**config.mk**
```make
export PLATFORM = sky130hd
export DESIGN_NAME = arseq_sequencer
export DESIGN_NICKNAME = d
export VERILOG_FILES = /design/src/hdl/arseq_sequencer.v /design/src/hdl/arseq_timer.v
export VERILOG_INCLUDE_DIRS = /design/src /design/src/hdl
export SDC_FILE = /design/constraint.sdc
export NUM_CORES = 1
export LEC_CHECK = 0
export ABC_CLOCK_PERIOD_IN_PS = 3800
export BUFFER_PORTS_ARGS = -buffer_cell sky130_fd_sc_hd__buf_2
export CORE_ASPECT_RATIO = 2
export CORE_MARGIN = 3
export CORE_UTILIZATION = 55
export DETAILED_ROUTE_END_ITERATION = 7
export PLACE_DENSITY = 0.76
export SLEW_MARGIN = 10
export SYNTH_ARGS = -nofsm -noshare
export SYNTH_HDL_FRONTEND = slang
export SYNTH_SLANG_ARGS = --single-unit
export TNS_END_PERCENT = 5
```
**constraint.sdc**
```tcl
create_clock -name pclk -period 3.8 [get_ports pclk]
set_clock_uncertainty 0.1 [all_clocks]
set_input_delay 0.19 -clock pclk [delete_from_list [all_inputs] [get_ports pclk]]
set_output_delay 0.19 -clock pclk [all_outputs]
set_load 0.02 [all_outputs]
```
**src/hdl/arseq_defines.vh**
```
`ifndef ARSEQ_DEFINES_VH
`define ARSEQ_DEFINES_VH
// ************************************************
// register byte offsets
// ************************************************
`define ARSEQ_CTRL_OFS 8'h00
`define ARSEQ_SHOTS_OFS 8'h04
`define ARSEQ_BLOCK_OFS 8'h08
`define ARSEQ_DEAD1_OFS 8'h10
`define ARSEQ_DEAD2_OFS 8'h14
`define ARSEQ_DEAD3_OFS 8'h18
`define ARSEQ_DEAD4_OFS 8'h1C
`define ARSEQ_RECLAIM_OFS 8'h20
`define ARSEQ_SYSWIN_OFS 8'h24
`define ARSEQ_HEALTHY_OFS 8'h28
`define ARSEQ_STATUS_OFS 8'h2C
// ************************************************
// field positions
// ************************************************
`define ARSEQ_MODE_LSB 0
`define ARSEQ_MODE_MSB 1
`define ARSEQ_DT_ON_RESET_BIT 2
`define ARSEQ_CLR_BY_NONAUTO_BIT 3
`define ARSEQ_LOCKOUT_RESET_BIT 4
`define ARSEQ_SHOTS_LSB 0
`define ARSEQ_SHOTS_MSB 2
`define ARSEQ_SGSHOTS_LSB 4
`define ARSEQ_SGSHOTS_MSB 6
`define ARSEQ_BLKMAIN_LSB 0
`define ARSEQ_BLKMAIN_MSB 4
`define ARSEQ_BLKSG_LSB 8
`define ARSEQ_BLKSG_MSB 12
// ************************************************
// mode codes
// ************************************************
`define ARSEQ_MODE_NONAUTO 2'h0
`define ARSEQ_MODE_AUTO 2'h1
`define ARSEQ_MODE_LIVELINE 2'h2
// ************************************************
// reset values and timer width
// ************************************************
`define ARSEQ_TW 16
`define ARSEQ_CTRL_RST 2'h0
`define ARSEQ_SHOTS_RST 3'h1
`define ARSEQ_BLK_RST 5'h00
`define ARSEQ_DEAD_RST 16'h000A
`define ARSEQ_RECLAIM_RST 16'h0064
`define ARSEQ_SYSWIN_RST 16'h0032
`define ARSEQ_HEALTHY_RST 16'h0032
`endif

```
**src/hdl/arseq_sequencer.v**
```verilog
`timescale 1ns/1ps
`default_nettype none
`include "arseq_defines.vh"
// ************************************************
// ************************************************
module arseq_sequencer #(
	parameter TW = `ARSEQ_TW,
	parameter NIN = 15
)(
	input wire pclk,
	input wire presetn,
	input wire clk_en,
	input wire tick,
	input wire [7:0] paddr,
	input wire psel,
	input wire penable,
	input wire pwrite,
	input wire [31:0] pwdata,
	output reg [31:0] prdata,
	output wire pready,
	output reg pslverr,
	input wire prot_trip_in,
	input wire prot_start_in,
	input wire ext_trip_in,
	input wire ext_start_in,
	input wire sensitive_ground_fault_trip_in,
	input wire breaker_closed_in,
	input wire breaker_in_service_in,
	input wire breaker_energy_ok_in,
	input wire dead_time_start_permit_in,
	input wire dead_time_enable_in,
	input wire delayed_reclose_done_in,
	input wire sync_check_a_in,
	input wire sync_check_b_in,
	input wire system_check_ok_in,
	input wire manual_close_inhibit_in,
	output wire reclose_cycle_active,
	output reg reclose_cycle_active_secondary,
	output reg [2:0] shot_counter,
	output wire [4:0] shot_count_is,
	output reg successful_reclose,
	output wire reclose_enabled_flag,
	output reg inhibit_main_instant_stages,
	output reg inhibit_sensitive_ground_stages,
	output wire reclose_checks,
	output wire dead_time_running,
	output reg dead_time_done,
	output reg synchronism_ok_flag,
	output reg system_checks_pass_flag,
	output reg auto_close,
	output reg protection_lockout,
	output wire reset_lockout_ind,
	output reg voltage_check_fail_alarm,
	output reg breaker_energy_fail_alarm,
	output wire reclose_lockout_alarm
);
	// ************************************************
	// states, one-hot
	// ************************************************
	localparam S_IDLE = 7'b0000001;
	localparam S_PRIME = 7'b0000010;
	localparam S_DEAD = 7'b0000100;
	localparam S_CHECK = 7'b0001000;
	localparam S_CLOSE = 7'b0010000;
	localparam S_RECL = 7'b0100000;
	localparam S_LOCK = 7'b1000000;
	// timer slots
	localparam T_DEAD = 0;
	localparam T_RECL = 1;
	localparam T_SYS = 2;
	localparam T_HLT = 3;

	// ************************************************
	// pin synchronisers
	// ************************************************
	wire [NIN-1:0] pin_w; // raw pins, one bit each
	reg [NIN-1:0] s1_r; // first stage, read by s2 only
	reg [NIN-1:0] s2_r;
	reg [NIN-1:0] s3_r;
	reg [NIN-1:0] flt_r; // accepted level

	assign pin_w = {manual_close_inhibit_in, system_check_ok_in,
		sync_check_b_in, sync_check_a_in, delayed_reclose_done_in,
		dead_time_enable_in, dead_time_start_permit_in,
		breaker_energy_ok_in, breaker_in_service_in, breaker_closed_in,
		sensitive_ground_fault_trip_in, ext_start_in, ext_trip_in,
		prot_start_in, prot_trip_in};

	genvar gi;
	generate
		for (gi = 0; gi < NIN; gi = gi + 1)
		begin : g_sync
			// a change counts only once stages two and three agree
			always @(posedge pclk or negedge presetn)
			begin
				if (!presetn)
				begin
					s1_r[gi] <= 1'b0;
					s2_r[gi] <= 1'b0;
					s3_r[gi] <= 1'b0;
					flt_r[gi] <= 1'b0;
				end
				else if (clk_en)
				begin
					s1_r[gi] <= pin_w[gi];
					s2_r[gi] <= s1_r[gi];
					s3_r[gi] <= s2_r[gi];
					if (s2_r[gi] == s3_r[gi])
						flt_r[gi] <= s3_r[gi];
				end
			end
		end
	endgenerate

	// named views of the filtered pins
	wire p_trip = flt_r[0];
	wire p_start = flt_r[1];
	wire x_trip = flt_r[2];
	wire x_start = flt_r[3];
	wire sg_trip = flt_r[4];
	wire brk_closed = flt_r[5];
	wire brk_insvc = flt_r[6];
	wire energy_ok = flt_r[7];
	wire dt_permit = flt_r[8];
	wire dt_enable = flt_r[9];
	wire dar_done = flt_r[10];
	wire sync_a = flt_r[11];
	wire sync_b = flt_r[12];
	wire sys_ok = flt_r[13];
	wire man_inhibit = flt_r[14];

	// ************************************************
	// register file
	// ************************************************
	reg [1:0] mode_r; // operating mode
	reg dt_on_reset_r; // dead time also waits for protection reset
	reg clr_by_nonauto_r; // lockout cleared by non auto entry
	reg [2:0] shots_r; // main cycle shot count
	reg [2:0] sg_shots_r; // sensitive ground cycle shot count
	reg [4:0] blk_main_r; // per trip main inhibit mask
	reg [4:0] blk_sg_r; // per trip sensitive ground mask
	reg [TW*4-1:0] dead_lim_r; // dead times, shots one to four
	reg [TW-1:0] recl_lim_r;
	reg [TW-1:0] sys_lim_r;
	reg [TW-1:0] hlt_lim_r;
	reg lock_rst_cmd_r; // one-cycle lockout reset pulse
	reg [31:0] status_w; // live status word

	wire wr_en = psel && penable && pwrite;
	assign pready = 1'b1; // zero wait states

	// writes land in the access phase
	always @(posedge pclk or negedge presetn)
	begin
		if (!presetn)
		begin
			mode_r <= `ARSEQ_CTRL_RST;
			dt_on_reset_r <= 1'b0;
			clr_by_nonauto_r <= 1'b0;
			shots_r <= `ARSEQ_SHOTS_RST;
			sg_shots_r <= `ARSEQ_SHOTS_RST;
			blk_main_r <= `ARSEQ_BLK_RST;
			blk_sg_r <= `ARSEQ_BLK_RST;
			dead_lim_r <= {4{`ARSEQ_DEAD_RST}};
			recl_lim_r <= `ARSEQ_RECLAIM_RST;
			sys_lim_r <= `ARSEQ_SYSWIN_RST;
			hlt_lim_r <= `ARSEQ_HEALTHY_RST;
			lock_rst_cmd_r <= 1'b0;
		end
		else if (clk_en)
		begin
			lock_rst_cmd_r <= wr_en && (paddr == `ARSEQ_CTRL_OFS)
				&& pwdata[`ARSEQ_LOCKOUT_RESET_BIT];
			if (wr_en)
			begin
				case (paddr)
					`ARSEQ_CTRL_OFS:
					begin
						mode_r <= pwdata[`ARSEQ_MODE_MSB:`ARSEQ_MODE_LSB];
						dt_on_reset_r <= pwdata[`ARSEQ_DT_ON_RESET_BIT];
						clr_by_nonauto_r <= pwdata[`ARSEQ_CLR_BY_NONAUTO_BIT];
					end
					`ARSEQ_SHOTS_OFS:
					begin
						shots_r <= pwdata[`ARSEQ_SHOTS_MSB:`ARSEQ_SHOTS_LSB];
						sg_shots_r <=
							pwdata[`ARSEQ_SGSHOTS_MSB:`ARSEQ_SGSHOTS_LSB];
					end
					`ARSEQ_BLOCK_OFS:
					begin
						blk_main_r <=
							pwdata[`ARSEQ_BLKMAIN_MSB:`ARSEQ_BLKMAIN_LSB];
						blk_sg_r <= pwdata[`ARSEQ_BLKSG_MSB:`ARSEQ_BLKSG_LSB];
					end
					`ARSEQ_DEAD1_OFS: dead_lim_r[TW-1:0] <= pwdata[TW-1:0];
					`ARSEQ_DEAD2_OFS:
						dead_lim_r[2*TW-1:TW] <= pwdata[TW-1:0];
					`ARSEQ_DEAD3_OFS:
						dead_lim_r[3*TW-1:2*TW] <= pwdata[TW-1:0];
					`ARSEQ_DEAD4_OFS:
						dead_lim_r[4*TW-1:3*TW] <= pwdata[TW-1:0];
					`ARSEQ_RECLAIM_OFS: recl_lim_r <= pwdata[TW-1:0];
					`ARSEQ_SYSWIN_OFS: sys_lim_r <= pwdata[TW-1:0];
					`ARSEQ_HEALTHY_OFS: hlt_lim_r <= pwdata[TW-1:0];
					default: ; // unmapped writes are dropped
				endcase
			end
		end
	end

	// read data is captured in setup so it comes from a flop
	always @(posedge pclk or negedge presetn)
	begin
		if (!presetn)
		begin
			prdata <= 32'h00000000;
			pslverr <= 1'b0;
		end
		else if (clk_en && psel && !penable)
		begin
			prdata <= 32'h00000000;
			pslverr <= 1'b0;
			case (paddr)
				`ARSEQ_CTRL_OFS:
					prdata[3:0] <= {clr_by_nonauto_r, dt_on_reset_r, mode_r};
				`ARSEQ_SHOTS_OFS: prdata[6:0] <= {sg_shots_r, 1'b0, shots_r};
				`ARSEQ_BLOCK_OFS:
					prdata[12:0] <= {blk_sg_r, 3'h0, blk_main_r};
				`ARSEQ_DEAD1_OFS: prdata[TW-1:0] <= dead_lim_r[TW-1:0];
				`ARSEQ_DEAD2_OFS: prdata[TW-1:0] <= dead_lim_r[2*TW-1:TW];
				`ARSEQ_DEAD3_OFS: prdata[TW-1:0] <= dead_lim_r[3*TW-1:2*TW];
				`ARSEQ_DEAD4_OFS: prdata[TW-1:0] <= dead_lim_r[4*TW-1:3*TW];
				`ARSEQ_RECLAIM_OFS: prdata[TW-1:0] <= recl_lim_r;
				`ARSEQ_SYSWIN_OFS: prdata[TW-1:0] <= sys_lim_r;
				`ARSEQ_HEALTHY_OFS: prdata[TW-1:0] <= hlt_lim_r;
				`ARSEQ_STATUS_OFS: prdata <= status_w;
				default: pslverr <= 1'b1; // unmapped address
			endcase
		end
	end

	// ************************************************
	// sequencer core
	// ************************************************
	reg [6:0] state_r;
	reg primed_r; // dead time primed within this cycle
	reg sg_cycle_r; // cycle started by sensitive ground trip
	reg brk_prev_r; // breaker closed, one cycle ago
	reg insvc_prev_r; // in-service qualifier before the trip
	reg lockout_r;
	wire [3:0] tmr_done;
	reg [3:0] tmr_run;
	reg [TW*4-1:0] tmr_lim;
	reg [TW-1:0] dead_sel;

	wire in_auto = (mode_r == `ARSEQ_MODE_AUTO);
	wire in_nonauto = (mode_r == `ARSEQ_MODE_NONAUTO);
	wire any_trip = p_trip || x_trip || sg_trip;
	wire any_start = p_start || x_start;
	wire prot_reset = !any_trip && !any_start;
	wire [2:0] shot_lim = sg_cycle_r ? sg_shots_r : shots_r;
	wire lock_reset = lock_rst_cmd_r
		|| (clr_by_nonauto_r && in_nonauto);
	wire checks_ok = synchronism_ok_flag || system_checks_pass_flag;

	assign reclose_enabled_flag = in_auto;
	assign reclose_cycle_active = !state_r[0] && !state_r[6];
	assign reclose_checks = primed_r;
	assign dead_time_running = primed_r && dt_enable;
	assign reset_lockout_ind = clr_by_nonauto_r && in_nonauto;
	assign reclose_lockout_alarm = lockout_r;

	// decoded counter flags, one per value zero to four
	generate
		for (gi = 0; gi < 5; gi = gi + 1)
		begin : g_cnt
			assign shot_count_is[gi] = (shot_counter == gi);
		end
	endgenerate

	// dead time for the current shot, one to four
	always @*
	begin
		case (shot_counter)
			3'h2: dead_sel = dead_lim_r[2*TW-1:TW];
			3'h3: dead_sel = dead_lim_r[3*TW-1:2*TW];
			3'h4: dead_sel = dead_lim_r[4*TW-1:3*TW];
			default: dead_sel = dead_lim_r[TW-1:0];
		endcase
	end

	// which timers run in which state
	always @*
	begin
		tmr_lim = {hlt_lim_r, sys_lim_r, recl_lim_r, dead_sel};
		tmr_run = 4'h0;
		// enable low stops and clears the dead timer
		tmr_run[T_DEAD] = state_r[2] && dead_time_running
			&& !brk_closed;
		tmr_run[T_RECL] = state_r[5];
		tmr_run[T_SYS] = state_r[3];
		tmr_run[T_HLT] = state_r[3];
	end

	generate
		for (gi = 0; gi < 4; gi = gi + 1)
		begin : g_tmr
			arseq_timer #(
				.TW(TW)
			) u_tmr (
				.pclk(pclk),
				.presetn(presetn),
				.clk_en(clk_en),
				.tick(tick),
				.run(tmr_run[gi]),
				.limit(tmr_lim[gi*TW+TW-1:gi*TW]),
				.done(tmr_done[gi])
			);
		end
	endgenerate

	// main cycle, one transition per enabled clock
	always @(posedge pclk or negedge presetn)
	begin
		if (!presetn)
		begin
			state_r <= S_IDLE;
			shot_counter <= 3'h0;
			primed_r <= 1'b0;
			sg_cycle_r <= 1'b0;
			brk_prev_r <= 1'b0;
			insvc_prev_r <= 1'b0;
			lockout_r <= 1'b0;
			successful_reclose <= 1'b0;
			dead_time_done <= 1'b0;
			auto_close <= 1'b0;
			protection_lockout <= 1'b0;
			voltage_check_fail_alarm <= 1'b0;
			breaker_energy_fail_alarm <= 1'b0;
			reclose_cycle_active_secondary <= 1'b0;
		end
		else if (clk_en)
		begin
			brk_prev_r <= brk_closed;
			insvc_prev_r <= brk_insvc;
			// next breaker trip clears success
			if (brk_prev_r && !brk_closed)
				successful_reclose <= 1'b0;
			// delayed reclose done drops the secondary early
			if (dar_done)
				reclose_cycle_active_secondary <= 1'b0;
			case (state_r)
				S_IDLE:
				begin
					if (any_trip || any_start)
					begin
						// in-service level is taken before the trip
						if (!in_auto || man_inhibit)
						begin
							if (any_trip && insvc_prev_r)
							begin
								state_r <= S_LOCK;
								lockout_r <= 1'b1;
								protection_lockout <= 1'b1;
							end
						end
						else if (insvc_prev_r)
						begin
							state_r <= S_PRIME;
							shot_counter <= 3'h1;
							sg_cycle_r <= sg_trip && !p_trip && !x_trip;
							reclose_cycle_active_secondary <= 1'b1;
							dead_time_done <= 1'b0;
							successful_reclose <= 1'b0;
						end
					end
				end
				S_PRIME:
				begin
					// permit matters only until primed
					if (!brk_closed && dt_permit
						&& (prot_reset || !dt_on_reset_r))
					begin
						primed_r <= 1'b1;
						state_r <= S_DEAD;
					end
				end
				S_DEAD:
				begin
					if (any_trip)
						dead_time_done <= 1'b0;
					else if (tmr_done[T_DEAD])
					begin
						dead_time_done <= 1'b1;
						state_r <= S_CHECK;
					end
				end
				S_CHECK:
				begin
					if (any_trip)
						dead_time_done <= 1'b0;
					if (checks_ok && energy_ok)
					begin
						auto_close <= 1'b1;
						state_r <= S_CLOSE;
					end
					else if (!checks_ok && tmr_done[T_SYS])
					begin
						voltage_check_fail_alarm <= 1'b1;
						// secondary must drop with the main active
						reclose_cycle_active_secondary <= 1'b0;
						lockout_r <= 1'b1;
						state_r <= S_LOCK;
					end
					else if (!energy_ok && tmr_done[T_HLT])
					begin
						breaker_energy_fail_alarm <= 1'b1;
						reclose_cycle_active_secondary <= 1'b0;
						lockout_r <= 1'b1;
						state_r <= S_LOCK;
					end
				end
				S_CLOSE:
				begin
					// close request held until breaker is closed
					if (brk_closed)
					begin
						auto_close <= 1'b0;
						primed_r <= 1'b0;
						state_r <= S_RECL;
					end
				end
				S_RECL:
				begin
					if (any_trip)
					begin
						dead_time_done <= 1'b0;
						if (shot_counter < shot_lim)
						begin
							shot_counter <= shot_counter + 3'h1;
							state_r <= S_PRIME;
						end
						else
						begin
							// no shots left, the cycle ends here
							reclose_cycle_active_secondary <= 1'b0;
							lockout_r <= 1'b1;
							state_r <= S_LOCK;
						end
					end
					else if (tmr_done[T_RECL])
					begin
						// reclaim expired without a fault
						successful_reclose <= 1'b1;
						shot_counter <= 3'h0;
						dead_time_done <= 1'b0;
						reclose_cycle_active_secondary <= 1'b0;
						state_r <= S_IDLE;
					end
				end
				S_LOCK:
				begin
					// no reclose attempt is made from here
					shot_counter <= 3'h0;
					primed_r <= 1'b0;
					auto_close <= 1'b0;
					dead_time_done <= 1'b0;
					reclose_cycle_active_secondary <= 1'b0;
					if (lock_reset)
					begin
						lockout_r <= 1'b0;
						protection_lockout <= 1'b0;
						voltage_check_fail_alarm <= 1'b0;
						breaker_energy_fail_alarm <= 1'b0;
						successful_reclose <= 1'b0;
						state_r <= S_IDLE;
					end
				end
				default: state_r <= S_IDLE;
			endcase
		end
	end

	// ************************************************
	// qualifier flags and protection inhibits
	// ************************************************
	always @(posedge pclk or negedge presetn)
	begin
		if (!presetn)
		begin
			synchronism_ok_flag <= 1'b0;
			system_checks_pass_flag <= 1'b0;
			inhibit_main_instant_stages <= 1'b0;
			inhibit_sensitive_ground_stages <= 1'b0;
		end
		else if (clk_en)
		begin
			synchronism_ok_flag <= sync_a || sync_b;
			system_checks_pass_flag <= sync_a || sync_b || sys_ok;
			// mask bit n-1 covers trip n; counter holds trips so far
			inhibit_main_instant_stages <= reclose_cycle_active
				&& (shot_counter != 3'h0) && (shot_counter < 3'h6)
				&& blk_main_r[shot_counter - 3'h1];
			inhibit_sensitive_ground_stages <= reclose_cycle_active
				&& (shot_counter != 3'h0) && (shot_counter < 3'h6)
				&& blk_sg_r[shot_counter - 3'h1];
		end
	end

	// live status word for software
	always @*
	begin
		status_w = 32'h00000000;
		status_w[13:0] = {in_auto, primed_r, auto_close, dead_time_done,
			protection_lockout, breaker_energy_fail_alarm,
			voltage_check_fail_alarm, lockout_r, successful_reclose,
			shot_counter, reclose_cycle_active_secondary,
			reclose_cycle_active};
	end
endmodule
`default_nettype wire

```
**src/hdl/arseq_timer.v**
```verilog
`timescale 1ns/1ps
`default_nettype none
// ************************************************
// tick based interval timer
// ************************************************
module arseq_timer #(
	parameter TW = 16
)(
	input wire pclk,
	input wire presetn,
	input wire clk_en,
	input wire tick,
	input wire run,
	input wire [TW-1:0] limit,
	output wire done
);
	reg [TW-1:0] count_r; // elapsed ticks

	// stopping the timer clears it, so a restart times from zero
	always @(posedge pclk or negedge presetn)
	begin
		if (!presetn)
			count_r <= {TW{1'b0}};
		else if (clk_en)
		begin
			if (!run)
				count_r <= {TW{1'b0}};
			else if (tick && (count_r < limit))
				count_r <= count_r + {{(TW-1){1'b0}}, 1'b1};
		end
	end

	// expiry is checked against the loaded setting
	assign done = run && (count_r >= limit);
endmodule
`default_nettype wire

```
Word-level counts from Yosys, hierarchy flattened --
Index checks and enable logic that the tools add are counted. W data, S select, Z words.
Word-level totals: flip-flop bits (word level) 300, latch bits 0, memory bits (writable) 0, memory bits (read-only) 0, input bits 62, memories kept 0
Cells by class: add/sub/neg operators 6, multiply operators 0, div/mod/pow operators 0, $lt $le $gt $ge 11, equality and inequality tests 66, shift-type cells 0, multiplexer cells 92, bitwise operators 1, reductions and logical operators 106
Operator list (count):
- $mux W16 | 8
- $mux W7 | 15
- $add A16 B1 Y16 const B | 4
- $ge A16 B16 Y1 | 4
- $lt A16 B16 Y1 | 4
- $pmux W6 S9 | 1
- $pmux W7 S7 | 1
- $pmux W16 S3 | 1
- $mux W1 | 44
- $pmux W4 S11 | 1
- $reduce_and A2 Y1 | 19
- $ne A2 B2 Y1 const B | 18
- $logic_and A1 B1 Y1 | 33
- $eq A8 B5 Y1 const B | 4
- $eq A8 B6 Y1 const B | 4
- $pmux W3 S10 | 1
- $reduce_and A3 Y1 | 10
- $pmux W3 S8 | 1
- $mux W3 | 7
- $eq A1 B1 Y1 | 15
- $logic_not A1 Y1 | 12
- $ne A3 B3 Y1 const B | 4
- $reduce_and A6 Y1 | 2
- $reduce_bool A3 Y1 | 4
- other kinds (42) | 65

Longest topological paths before layout --
depth in word-level cells 8, depth in mapped cells 18, gate-level depth less buffers 15

Modules after synthesis --
Synthesis repeated with hierarchy kept, for this count alone.
Second synthesis, totals: cell total of the unflattened synthesis 1697, area, all modules 17438.0 um^2
Modules (own cells, without submodules):
- arseq_sequencer | instances 1, cells each 1004, area each 11723.7 um^2
- arseq_timer at g_tmr[0].u_tmr ... | instances 2, cells each 175, area each 1448.9 um^2
- arseq_timer at g_tmr[2].u_tmr | instances 1, cells each 170, area each 1430.1 um^2
- arseq_timer at g_tmr[3].u_tmr | instances 1, cells each 173, area each 1386.3 um^2

Least setup slack after synthesis --
Ideal clock, no wire load.
path kind register to register, start point register shot_counter[0], end point register state_r[1], library setup time 0.125 ns, arrival 3.801 ns, data required time 3.575 ns, slack -0.226 ns, stages on the path, launching flop included 17, period minus slack after synthesis 4.026 ns, cell sequence dfrtp_1 inv_1 ha_1 nor2b_1 clkbuf_1 clkbuf_1 a22oi_1 a21oi_1 a21oi_1 ha_1 a211oi_1 o21a_1 o21ai_0 nor3b_1 a211oi_1 nor4_4 mux2_4
On the way: cells in the longest elaborated chain, start to end 6
RTL lines:
- start, declared | line arseq_sequencer.v:39 | output reg [2:0] shot_counter,
- start signal, assigned | line arseq_sequencer.v:440 | shot_counter <= shot_counter + 3'h1;
- $eq A3 B2 Y1
- net shot_count_is[2] | line arseq_sequencer.v:40 | output wire [4:0] shot_count_is,
- $pmux W16 S3 | line arseq_sequencer.v:284 | case (shot_counter)
- $ge A16 B16 Y1 | line arseq_timer.v:34 | assign done = run && (count_r >= limit);
- $logic_and A1 B1 Y1 | line arseq_timer.v:34
- $ne A2 B1 Y1 (no line)
- $reduce_and A11 Y1 (no line)
- end signal, assigned | line arseq_sequencer.v:458 | state_r <= S_IDLE;
- end signal, assigned | line arseq_sequencer.v:476 | state_r <= S_IDLE;
- end signal, assigned | line arseq_sequencer.v:479 | default: state_r <= S_IDLE;
- end, declared | line arseq_sequencer.v:245 | reg [6:0] state_r;
The timed path passes the listed nets, and every way through them passes these cells. A chain may end at the register's enable or synchronous reset.

Worst setup path in the final report --
start point register shot_counter[0], end point register state_r[5]
On the way: cells in the longest elaborated chain, start to end 6
RTL lines (line):
- $eq A3 B3 Y1 or $eq A3 B2 Y1 (tied branches) | arseq_sequencer.v:284
- $pmux W16 S3 * | arseq_sequencer.v:284
- $ge A16 B16 Y1 * | arseq_timer.v:34
- $logic_and A1 B1 Y1 * | arseq_timer.v:34
- $ne A2 B1 Y1 (no line) *
- $reduce_and A11 Y1 (no line) *
Every way passes the cells marked *; elsewhere a longest branch is shown, timed or not.

==> results.yml <==
global_route:
  grt_pass1_wl_microns: 75200
  grt-ovfl-total: 0
  antenna_found_initial: 0
  grt_pass1_vias: 13700
  grt_usage: 0.300
  grt_max_degree: 103
pwr:
  irDropWorstVdd_uv: 439
  p_per_area_nw_per_um2: 421
  p_leak_nw: 8.64
logic_synthesis:
  synth_ff_type: "dfrtp_1"
  ys_warn_count: 0
  synth_area_per_cell_sq_um: 10.6
  async_flop_share: 1.00
  netlist_area_sq_um: 16200
  synth_edf_count: 0
  syn_inst: 1535
  ys_types: 79
  ys_ff_latch: 300
  ys_seq_area_frac: 0.465
timing:
  rsz0062_at_grt: "true"
  relSlewSlack: 0.329
  fmax_mhz: 268
  finalHoldViolCount: 0
  period_share: 0.982
  slew_viol_final: 0
  setup_viol: 0
  fin_crit_ns: 3.73
  holdWs_ns: 0.108
  worstMarginPinSlew_ns: 1.00
layout:
  finish.instance_area_sq_um: 18800
  area_growth_pct: 16.0
  layout_common_cells: "dfrtp_1 (279), mux2_2 (168), nand2_1 (114)"
  drive_gt1_frac: 0.259
  final_common_cell: "dfrtp_1"
  diodes: 0
  nFillCells: 2266
  nNetsFinal: 1825
worst_hold_path:
  hold_path.class: "input port to flop"
outcome:
  status: "finished clean"
critical_path:
  worst_ep_required_time_ns: 4.18
  reg2reg_slack_ns: 0.07
  critPathKind: "flop to flop"
  endpoint_kind: "flop"
  critPathMaxFanout: 7
  start_kind: "flop"
  cp.arrival_ns: 4.11
route:
  met2RoutedLength_microns: 24500
  wl_met1_microns: 16400
  wl_per_cell_microns: 23.3
  firstDrtPassIters: 7
  vias_per_cell: 6.48
  drc_errors: 0
  vias: 13400
  wl_microns: 48200
  drt_first_iter_violations: 1279
  route.met3.wl_microns: 2830
  routed.top_layer: "met4"
  ant_nets: 0
cts:
  cts_root_buf: "clkbuf_16"
  clock_latency_ns: 0.56
  cts_tree: "yes"
  clk_pin_slew_ns: 0.07
  ctsHtreeMaxLevel: 1
  clock-sinks: 300
  clock_path_buffers: 3
  cts_buffers: 27
placement:
  finalWeightedCongestion: 0.960
  dpl.hpwl_microns: 35700
  io_buffers: 87
  dpl_cell_area_sq_um: 17300
floorplan:
  initial_core_util: 0.559
  die_w_microns: 127
  die_area_sq_um: 31700
  core_sq_um: 29000
  rows: 88
  die-height_microns: 249
  io_pins: 121
job:
  cap_violations: 0
what timing repair did:
action	CTS	global route
cloned	0	1
pin swaps	3	14
endpoints found under the setup margin	6	19
gates resized for setup	4	29
hold buffers	37	0
hold endpoints to repair	245	0
buffers inserted	0	7
final timing paths:
| path | end | from | cells past startpoint |
|---|---|---|---|
| max | state_r[5] | shot_counter[0] | 16 |
| max reg2reg | state_r[5] | shot_counter[0] | 16 |
| min reg2reg | prdata[11] | prdata[11] | 1 |
| max in group asynchronous | sys_lim_r[1] | presetn | 3 |
| min | pslverr | psel | 5 |
| min in group asynchronous | sys_lim_r[14] | presetn | 2 |
state kept, by name, summed over array words and instances, names as in the netlist, 2 cells and up:
name and flops:
shot_counter 3, s3_r 15, blk_main_r 5, g_tmr.u_tmr.count_r 64, prdata 16, recl_lim_r 16
shots_r 3, sys_lim_r 16, state_r 7, s2_r 15, sg_shots_r 3, s1_r 15
blk_sg_r 5, mode_r 2, hlt_lim_r 16, dead_lim_r 64
critical path, cell delays in order (launching register included):
cell and delay, ns:
dfrtp_2 0.42, buf_4 0.16, ha_4 0.17, ha_4 0.20, clkbuf_4 0.21, a222oi_1 0.40
nand2_1 0.13, o21ai_2 0.10, ha_2 0.20, o21ai_0 0.09, o21a_1 0.18, o21ai_2 0.17
nor3b_4 0.28, a211oi_4 0.10, nor4_4 0.39, buf_4 0.20, mux2i_1 0.17
final cells by class:
cell class,count,area (sq um),share of cell area
repair buffers,196,1420,0.0755
flip-flops and latches,300,7530,0.401
well taps,360,450,0.0240
multi-input cells,1079,8130,0.433
inverters,83,312,0.0166
clock buffers,37,763,0.0406
clock inverters,13,175,0.00933
metrics by stage:
step / instances / util / power [mW] / worst slack [ns] / TNS, ns
2_1_floorplan: 1550 / - / 4.38 / 0.00988 / 0
3_3_place_gp: 1973 / 0.597 / 4.91 / -0.227 / -0.938
3_5_place_dp: 1973 / 0.597 / 4.95 / -0.286 / -1.37
4_1_cts: 2060 / 0.643 / 7.91 / 0.0177 / 0
5_1_grt: 2068 / 0.649 / 8.21 / -0.108 / -0.385
6_report: 2068 / 0.649 / 7.91 / 0.0697 / 0
cells by family (layout without fill, tap and decap cells):
| kind of cell | after synthesis | in the layout | share of synthesized area |
|---|---|---|---|
| simple gates | 392 | 392 | 0.128 |
| compound gates | 383 | 383 | 0.160 |
| flops | 300 | 300 | 0.465 |
| mux | 187 | 187 | 0.130 |
| buf+inv | 171 | 329 | 0.0446 |
| fa+ha+maj | 76 | 76 | 0.0587 |
| xor+xnor | 24 | 24 | 0.0130 |
| other cells | 2 | 17 | 0.000464 |
synthesized netlist by cell type (21+ instances only):
cell	instances	area, sq um
clkbuf_1	56	210
inv_1	82	308
o31ai_1	21	158
a221oi_1	22	193
o21ai_0	99	495
a22o_1	25	219
nand2_1	114	428
xor2_1	21	184
mux2_2	168	1890
a21oi_1	76	380
a222oi_1	22	220
dfrtp_1	280	7010
nor2_1	67	251
nand4_1	24	150
ha_1	76	951
nand3_1	37	185
layer usage:
| layer | vias to the layer above | global-route usage |
|---|---|---|
| li1 | 5964 | - |
| met3 | 228 | 0.0389 |
| met2 | 637 | 0.518 |
| met4 | 0 | 0.228 |
| met1 | 6576 | 0.327 |
| met5 | - | 0 |
power breakdown:
group | internal [mW] | switching, mW | total, mW
Clock | 1.68 | 1.24 | 2.92
Sequential | 3.39 | 0.195 | 3.59
Combinational | 0.558 | 0.842 | 1.40
No activity file was read; power rests on OpenSTA's default activity.
